### src/design/irs_pkg.sv
// Constants and types for the two-wire register slave port.
// Assumes a 200 MHz ref_clk that oversamples a standard or fast serial bus.
package irs_pkg;

  // ==========================================================
  // Addressing
  localparam logic [3:0] DEV_ADDR_HI = 4'ha;
  localparam int         SEL_W       = 3;
  localparam int         BYTE_W      = 8;
  localparam logic [3:0] BIT_LAST    = 4'h8;
  localparam logic [3:0] BIT_ZERO    = 4'h0;
  localparam logic [3:0] BIT_ONE     = 4'h1;
  localparam int         MSB         = 7;

  // ==========================================================
  // Reset values
  localparam logic [7:0] PTR_RST     = 8'h00;
  localparam logic [7:0] BYTE_RST    = 8'h00;
  localparam logic [1:0] LINE_IDLE   = 2'h3;
  localparam logic [2:0] SEL_RST     = 3'h0;

  // ==========================================================
  // Bus rates; both are far below the sampling rate
  localparam int CLK_HZ       = 200000000;
  localparam int STD_HZ       = 100000;
  localparam int FAST_HZ      = 400000;
  localparam int FAST_CYCLES  = CLK_HZ / FAST_HZ;
  localparam int STD_CYCLES   = CLK_HZ / STD_HZ;

  // ==========================================================
  // Protocol states
  typedef enum logic [3:0] {
    ST_IDLE   = 4'h0,
    ST_DEVADR = 4'h1,
    ST_ACKDEV = 4'h2,
    ST_PTR    = 4'h3,
    ST_ACKPTR = 4'h4,
    ST_WDATA  = 4'h5,
    ST_ACKWR  = 4'h6,
    ST_RDATA  = 4'h7,
    ST_MACK   = 4'h8
  } irs_state_t;

endpackage

### src/design/irs_slave.sv
// Two-wire register slave port: address match, pointer, one-byte write and read.
// Assumes an external master drives the clock line; the bench resolves open-drain SDA.
// Operation
// RULE_01: The port is only ever a slave and never drives the serial clock line.
// RULE_02: The port answers to a 7-bit address of 1010 followed by the three select pins.
// RULE_03: The port works at both the 100 kHz and the 400 kHz bus rates.
// RULE_04: SDA changes only while SCL is low, except for start, repeated start and stop.
// RULE_05: The master toggles SCL only while SDA is stable unless it signals start or stop.
// RULE_06: An access opens with start, the address MSB first and a zero direction bit, then an acknowledge.
// RULE_07: The next byte, MSB first, is latched as the register pointer and acknowledged.
// RULE_08: In a write, one data byte MSB first is stored at the pointer and acknowledged.
// RULE_09: After a write the master may stop or use a repeated start for a new access.
// RULE_10: The pointer holds its value until reset or a new address-setting sequence.
// RULE_11: A read resends the address with a one direction bit after a repeated start, and is acknowledged.
// RULE_12: After that acknowledge the port shifts out the eight bits of the pointed register.
// RULE_13: The master acknowledges the read byte and then stops or issues a repeated start.
// RULE_14: The port drives SDA only for its acknowledges and read data bits.
// RULE_15: The master forms a repeated start by raising SDA, then SCL, then dropping SDA.
// RULE_16: An access with a non-matching address gets no acknowledge and SDA stays released.
`timescale 1ns/1ps
module irs_slave (
  input  wire logic       ref_clk,
  input  wire logic       resetn,
  input  wire logic       scl_in,
  input  wire logic       sda_in,
  input  wire logic [2:0] addr_sel,
  output logic            sda_out,
  output logic            sda_oe_n,
  output logic            wr_stb,
  output logic [7:0]      wr_addr,
  output logic [7:0]      wr_data,
  output logic [7:0]      reg_ptr,
  output logic            busy
);

  // ==========================================================
  // Pin synchronisers
  logic [1:0]                     line_s;
  logic [irs_pkg::SEL_W-1:0]      sel_s;

  // Bus at 400 kHz gives hundreds of samples per bit, so no glitch filter
  irs_sync #(.W(2), .INIT(irs_pkg::LINE_IDLE)) u_line_sync ( // RULE_03
    .ref_clk (ref_clk),
    .resetn  (resetn),
    .d       ({scl_in, sda_in}),
    .q       (line_s)
  );

  irs_sync #(.W(irs_pkg::SEL_W), .INIT(irs_pkg::SEL_RST)) u_sel_sync (
    .ref_clk (ref_clk),
    .resetn  (resetn),
    .d       (addr_sel),
    .q       (sel_s)
  );

  // ==========================================================
  // Edge and condition detection
  logic        scl_d;
  logic        sda_d;
  wire logic   scl_s      = line_s[1];
  wire logic   sda_s      = line_s[0];
  wire logic   scl_rise   = scl_s & ~scl_d;
  wire logic   scl_fall   = ~scl_s & scl_d;
  // SDA moving while SCL is high can only be a start or a stop
  wire logic   start_det  = scl_s & scl_d & sda_d & ~sda_s; // RULE_04
  wire logic   stop_det   = scl_s & scl_d & ~sda_d & sda_s; // RULE_04
  wire logic   quiet      = ~start_det & ~stop_det;

  always_ff @(posedge ref_clk) begin
    if (!resetn) begin
      scl_d <= 1'b1;
      sda_d <= 1'b1;
    end else begin
      scl_d <= scl_s;
      sda_d <= sda_s;
    end
  end

  // ==========================================================
  // Register store
  logic [7:0]  mem [0:255];
  wire  [7:0]  rd_byte = mem[reg_ptr];

  // ==========================================================
  // Protocol state
  irs_pkg::irs_state_t state;
  irs_pkg::irs_state_t next_state;
  logic [3:0]          bit_cnt;
  logic [3:0]          next_bit_cnt;
  logic [7:0]          shreg;
  logic [7:0]          next_shreg;
  logic                rd_dir;
  logic                next_rd_dir;
  logic                next_sda_out;
  logic                next_sda_oe_n;
  logic                next_wr_stb;
  logic [7:0]          next_reg_ptr;
  logic                next_busy;

  // ==========================================================
  // Decode of the current phase
  wire logic       rx_phase   = (state == irs_pkg::ST_DEVADR) |
                                (state == irs_pkg::ST_PTR) |
                                (state == irs_pkg::ST_WDATA);
  wire logic       ack_phase  = (state == irs_pkg::ST_ACKDEV) |
                                (state == irs_pkg::ST_ACKPTR) |
                                (state == irs_pkg::ST_ACKWR);
  wire logic       tx_phase   = ack_phase | (state == irs_pkg::ST_RDATA); // RULE_14
  wire logic       byte_done  = scl_fall & (bit_cnt == irs_pkg::BIT_LAST);
  wire logic [6:0] own_addr   = {irs_pkg::DEV_ADDR_HI, sel_s}; // RULE_02
  wire logic       addr_hit   = (shreg[irs_pkg::MSB:1] == own_addr); // RULE_02 RULE_16
  wire logic       dir_bit    = shreg[0];
  wire logic [7:0] shift_in   = {shreg[irs_pkg::MSB-1:0], sda_s};
  wire logic [7:0] shift_out  = {shreg[irs_pkg::MSB-1:0], 1'b0};
  wire logic [3:0] cnt_inc    = bit_cnt + irs_pkg::BIT_ONE;
  // Bits are taken on the rising edge, when the master holds SDA still
  wire logic       count_bit  = quiet & scl_rise & (rx_phase | (state == irs_pkg::ST_RDATA)); // RULE_04

  // ==========================================================
  // Next-state logic
  always_comb begin
    next_state    = state;
    next_bit_cnt  = bit_cnt;
    next_shreg    = shreg;
    next_rd_dir   = rd_dir;
    next_sda_out  = sda_out;
    next_sda_oe_n = sda_oe_n;
    next_wr_stb   = 1'b0;
    next_reg_ptr  = reg_ptr;
    if (start_det) begin
      // A repeated start abandons whatever byte was in flight
      next_state    = irs_pkg::ST_DEVADR; // RULE_06 RULE_11
      next_bit_cnt  = irs_pkg::BIT_ZERO;
      next_sda_oe_n = 1'b1;
      next_sda_out  = 1'b1;
    end else if (stop_det) begin
      next_state    = irs_pkg::ST_IDLE;
      next_sda_oe_n = 1'b1;
      next_sda_out  = 1'b1;
    end else begin
      if (count_bit) begin
        next_bit_cnt = cnt_inc;
      end
      if (count_bit & rx_phase) begin
        next_shreg = shift_in; // RULE_06 RULE_07 RULE_08
      end
      case (state)
        irs_pkg::ST_IDLE: begin
          next_sda_oe_n = 1'b1; // RULE_16
          next_sda_out  = 1'b1;
        end
        irs_pkg::ST_DEVADR: begin
          if (byte_done & addr_hit) begin
            next_state    = irs_pkg::ST_ACKDEV; // RULE_02 RULE_06 RULE_11
            next_rd_dir   = dir_bit;
            next_sda_oe_n = 1'b0;
            next_sda_out  = 1'b0;
          end else if (byte_done) begin
            // Foreign address: stay off the line until the next start
            next_state = irs_pkg::ST_IDLE; // RULE_16
          end
        end
        irs_pkg::ST_ACKDEV: begin
          if (scl_fall & rd_dir) begin
            next_state    = irs_pkg::ST_RDATA; // RULE_12
            next_bit_cnt  = irs_pkg::BIT_ZERO;
            next_shreg    = rd_byte;
            next_sda_oe_n = 1'b0;
            next_sda_out  = rd_byte[irs_pkg::MSB];
          end else if (scl_fall) begin
            next_state    = irs_pkg::ST_PTR;
            next_bit_cnt  = irs_pkg::BIT_ZERO;
            next_sda_oe_n = 1'b1;
            next_sda_out  = 1'b1;
          end
        end
        irs_pkg::ST_PTR: begin
          if (byte_done) begin
            next_state    = irs_pkg::ST_ACKPTR;
            next_reg_ptr  = shreg; // RULE_07 RULE_10
            next_sda_oe_n = 1'b0;
            next_sda_out  = 1'b0;
          end
        end
        irs_pkg::ST_ACKPTR: begin
          if (scl_fall) begin
            next_state    = irs_pkg::ST_WDATA;
            next_bit_cnt  = irs_pkg::BIT_ZERO;
            next_sda_oe_n = 1'b1;
            next_sda_out  = 1'b1;
          end
        end
        irs_pkg::ST_WDATA: begin
          if (byte_done) begin
            next_state    = irs_pkg::ST_ACKWR;
            next_wr_stb   = 1'b1; // RULE_08
            next_sda_oe_n = 1'b0;
            next_sda_out  = 1'b0;
          end
        end
        irs_pkg::ST_ACKWR: begin
          // One data byte per write; the master restarts for more
          if (scl_fall) begin
            next_state    = irs_pkg::ST_IDLE;
            next_sda_oe_n = 1'b1;
            next_sda_out  = 1'b1;
          end
        end
        irs_pkg::ST_RDATA: begin
          if (byte_done) begin
            // Ninth slot belongs to the master for its acknowledge
            next_state    = irs_pkg::ST_MACK; // RULE_14
            next_sda_oe_n = 1'b1;
            next_sda_out  = 1'b1;
          end else if (scl_fall) begin
            next_shreg   = shift_out; // RULE_12
            next_sda_out = shreg[irs_pkg::MSB-1];
          end
        end
        irs_pkg::ST_MACK: begin
          if (scl_fall) begin
            next_state = irs_pkg::ST_IDLE;
          end
        end
        default: begin
          next_state    = irs_pkg::ST_IDLE;
          next_sda_oe_n = 1'b1;
          next_sda_out  = 1'b1;
        end
      endcase
    end
  end

  assign next_busy = (next_state != irs_pkg::ST_IDLE);

  // ==========================================================
  // State registers
  always_ff @(posedge ref_clk) begin
    if (!resetn) begin
      state   <= irs_pkg::ST_IDLE;
      bit_cnt <= irs_pkg::BIT_ZERO;
      shreg   <= irs_pkg::BYTE_RST;
      rd_dir  <= 1'b0;
      busy    <= 1'b0;
    end else begin
      state   <= next_state;
      bit_cnt <= next_bit_cnt;
      shreg   <= next_shreg;
      rd_dir  <= next_rd_dir;
      busy    <= next_busy;
    end
  end

  // ==========================================================
  // Line drive; the port has no SCL output at all
  always_ff @(posedge ref_clk) begin // RULE_01 RULE_14
    if (!resetn) begin
      sda_out  <= 1'b1;
      sda_oe_n <= 1'b1;
    end else begin
      sda_out  <= next_sda_out;
      sda_oe_n <= next_sda_oe_n;
    end
  end

  // ==========================================================
  // Pointer and write port
  always_ff @(posedge ref_clk) begin
    if (!resetn) begin
      reg_ptr <= irs_pkg::PTR_RST; // RULE_10
      wr_stb  <= 1'b0;
      wr_addr <= irs_pkg::PTR_RST;
      wr_data <= irs_pkg::BYTE_RST;
    end else begin
      reg_ptr <= next_reg_ptr;
      wr_stb  <= next_wr_stb;
      if (next_wr_stb) begin
        wr_addr <= reg_ptr;
        wr_data <= shreg;
      end
    end
  end

  // Store has no reset; unwritten locations read as unknown
  always_ff @(posedge ref_clk) begin
    if (wr_stb) begin
      mem[wr_addr] <= wr_data; // RULE_08
    end
  end
endmodule

### src/design/irs_sync.sv
// Two-flop synchroniser for a group of asynchronous pins.
// Assumes each bit is an independent level; no bus coherence.
`timescale 1ns/1ps
module irs_sync #(
  parameter int              W    = 1,
  parameter logic [W-1:0]    INIT = '0
) (
  input  wire logic         ref_clk,
  input  wire logic         resetn,
  input  wire logic [W-1:0] d,
  output logic      [W-1:0] q
);

  // ==========================================================
  // Meta stage read only by the second stage
  logic [W-1:0] meta;

  always_ff @(posedge ref_clk) begin
    if (!resetn) begin
      meta <= INIT;
      q    <= INIT;
    end else begin
      meta <= d;
      q    <= meta;
    end
  end

endmodule
### config.mk
export PLATFORM = sky130hd
export DESIGN_NAME = irs_slave
export DESIGN_NICKNAME = d
export VERILOG_FILES = /design/src/design/irs_pkg.sv /design/src/design/irs_slave.sv /design/src/design/irs_sync.sv
export SDC_FILE = /design/constraint.sdc
export NUM_CORES = 2
export LEC_CHECK = 0
export ABC_AREA = 1
export BUFFER_PORTS_ARGS = -buffer_cell sky130_fd_sc_hd__buf_2
export CAP_MARGIN = 20
export CORE_MARGIN = 2
export CORE_UTILIZATION = 42
export CTS_CLUSTER_SIZE = 20
export DETAILED_ROUTE_END_ITERATION = 10
export PLACE_DENSITY = 0.62
export SLEW_MARGIN = 30
export SYNTH_ARGS = -nofsm -noshare
export SYNTH_HDL_FRONTEND = slang
export SYNTH_SLANG_ARGS = --single-unit
### constraint.sdc
create_clock -name ref_clk -period 7.4 [get_ports ref_clk]
set_input_delay 0.37 -clock ref_clk [delete_from_list [all_inputs] [get_ports ref_clk]]
set_output_delay 0.37 -clock ref_clk [all_outputs]
set_load 0.02 [all_outputs]
==> impl_metrics.csv <==
group,metric,value,unit
outcome,outcome,"finished clean",
global_route,grt_max_degree,209,
floorplan,chipHeight,453,um
run,cap_violations,0,
yosys,yosys.cell_types.count,30,
sta,slew_violations,0,
placement,gp_congestion,0.888,
critical_path,path_buf_inv,2,
global_route,use_met2,33.8,%
power_and_ir_drop,p_switching,4.59,mW
yosys,yosysSeqAreaShare,74.3,%
clocking,clk_pin_slew,0.06,ns
yosys,ys_ff_latch,2113,
sta,fin_hold_ws,0.223,ns
critical_path,path_class,"reg -> reg",
floorplan,die_w,453,um
sta,min_period,4.20,ns
power_and_ir_drop,switching_share,19.7,%
global_route,grtUsageMet1,31.6,%
worst_hold_path,min_path_type,"in -> reg",
power_and_ir_drop,irDropWorstVdd,197,uV
placement,port_buffers,34,
yosys,synth_cells,6910,
clocking,cts.path.max_buffers,3,
sta,finClkSkew,0.0433,ns
sta,setup_tns,0,ns
clocking,cts-root-buf,"clkbuf_16",
yosys,synth_fp_nets,6919,
clocking,cts_sinks,2113,
floorplan,die-area,205000,um^2
routing,vias_per_cell,5.76,
critical_path,crit_arrival,4.97,ns
sta,worstMarginPinSlew,1.09,ns
routing,via_count,55200,
yosys,synth_warnings,0,
critical_path,cp_slowest_stage_delay,0.90,ns
clocking,htreeDepth,4,
placement,dp_hpwl,126,mm
power_and_ir_drop,clockPowerShare,44.4,%
global_route,grt_pass1_vias,52000,
critical_path,slowest_stage,"dfxtp_4",
power_and_ir_drop,combPwrFrac,0.2,%
global_route,grt_util_met3,3.85,%
routing,dr.pass1.iters,6,
floorplan,start_util,42.3,%
global_route,antenna_found_initial,5,
routing,routed_wl,233,mm
yosys,netlist.area_leader.share,72.7,%
critical_path,worst-path-max-fanout,205,
sta,clock.fmax,238,MHz
clocking,cts_buffers,209,
routing,drc,0,
power_and_ir_drop,leakage,27.2,nW
critical_path,endpoint_kind,"flip-flop",
sta,post-route-period-util,56.8,%
yosys,syn_area_per_cell,12.2,um^2
layout,final_layout_size_suffix_gt1_share,6.32,%
global_route,grt_usage,22.2,%
critical_path,critPathRequiredTime,8.17,ns
clocking,clkLatencyLatePin,0.89,ns
layout,layout_commonest_cell,"edfxtp_1",
global_route,gr-max-usage-layer,"met2",
sta,finalSetupViolCount,0,
critical_path,path_delay_family,"simple AND/OR/NAND/NOR gates",
clocking,cts_tree,"yes",
sta,hold_viol_final,0,
floorplan,rows,164,
critical_path,critPathLaunchType,"flip-flop",
yosys,synth_top_area_cell,"edfxtp_1",
sta,rsz0062_at_grt,"no",
floorplan,coreArea,200000,um^2
layout,most-common-layout-cells,"2048 x edfxtp_1, 1112 x nor2_1, 882 x o21ai_0",
critical_path,crit_chain,"clkinv_16 > buf_12 > nand2_1 > nand3_1 > nand3_1 > nand3_1 > nand3_1 > nand3_1 > nand3_1 > nand3_1 > nand2_1 > nand2_1 > nand2_1 > nand2_1 > nand2_1 > nand2_1",
yosys,synth_area_leaders,"edfxtp_1 73%, o21ai_0 5.2%, nor2_1 5.0%, nand3_1 4.8%, nand2_1 3.8%",
layout,syn_to_final_growth,10.6,%
global_route,overflow,0,
routing,wl_per_cell,24.3,um
power_and_ir_drop,pwr-share-seq,55.4,%
yosys,syn-cell-area,84600,um^2
global_route,grt_pass1_wl,343,mm
power_and_ir_drop,power.density,249,nW/um^2
sta,relSlewSlack,27.1,%
power_and_ir_drop,p_int,18.7,mW
routing,ant_nets,0,
layout,layout.nets,6763,
floorplan,ios,35,
routing,drt_iter0_drc,7254,
## cell usage after synthesis (all sizes together)
cell       n
a211oi     3
a21oi     72
a221oi     6
a22o       1
a31oi      1
buf      225
clkbuf   268
clkinv     4
dfxtp     65
edfxtp  2048
ha         2
inv      120
nand2    850
nand3    812
nand4      3
nor2    1127
nor3       8
nor4       1
o211ai     2
o21a       2
o21ai    882
o22ai    399
or2        4
xor2       5
## registers in the layout (all words and copies together) (netlist names), 2 cells and up, named ones only
name              count
u_line_sync.meta      2
wr_addr               8
u_sel_sync.meta       3
u_line_sync.q         2
u_sel_sync.q          3
mem                2048
bit_cnt               4
wr_data               8
state                 4
shreg                 8
reg_ptr               8
## power groups by stage
stage	Clock (mW)	Combinational [mW]	Sequential, mW
after floorplan	0	0.0209	13.2
after global placement	0	0.0343	13.2
after detailed placement	0	0.0347	13.2
after CTS	10.5	0.0376	12.9
after global routing	10.9	0.0413	12.9
final	10.4	0.0376	12.9
## final timing paths
check / startpoint / depth (start not counted) / endpoint / slack [ns]
max: flip-flop / 16 / sda_out / 3.20
min: addr_sel[2] / 4 / u_sel_sync.meta[2] / 0.22
max reg2reg: flip-flop / 16 / sda_out / 3.20
min reg2reg: u_line_sync.meta[0] / 1 / u_line_sync.q[0] / 0.41
## cell families after synthesis
| family | count (synthesis) | synth area share [%] |
|---|---|---|
| AOI/OAI and AO/OA | 1368 | 8.74 |
| DFF | 2113 | 74.3 |
| buffers and inverters | 617 | 3.23 |
| adders and majority gates | 2 | 0.0296 |
| and+or+nand+nor | 2805 | 13.7 |
| xor gates and xnor gates | 5 | 0.0518 |
## what timing repair did
| action | CTS | global route |
|---|---|---|
| hold endpoints to repair | 8 | 0 |
| hold buffers | 7 | 0 |
| setup buffers | 0 | 0 |
| resized for setup | 0 | 0 |
## metrics by stage
step	setup slack [ns]	total power [mW]	cell area, um^2	cells	util, %
4_1_cts	3.29	23.4	93500	9583	46.8
6_report	3.20	23.3	93600	9588	46.8
3_5_place_dp	3.31	13.2	86800	9190	43.4
5_1_grt	2.97	23.9	93600	9585	46.8
3_3_place_gp	3.28	13.2	86700	9190	43.4
2_1_floorplan	3.00	13.2	84600	6910	-
## final cells by class
type | count | area, um^2
Antenna cell | 3 | 7.51
Clock buffer | 268 | 5540
Clock inverter | 118 | 1100
Fill cell | 17700 | 106000
Inverter | 124 | 509
Multi-Input combinational cell | 4180 | 19100
Sequential cell | 2113 | 62800
Tap cell | 2656 | 3320
Timing Repair Buffer | 126 | 1170
## tightest hold or removal path, cell delays in order
cell           delay [ns]
dlygate4sd3_1        0.52
buf_2                0.10
nand2_1              0.04
inv_1                0.04
## layer usage
metal	part of all wire (%)	vias up
met5	0	-
met4	3.9	0
met3	8.9	449
met2	45	2580
met1	42	27400
li1	-	24800
Note: power is estimated with default switching activity, not from simulation.
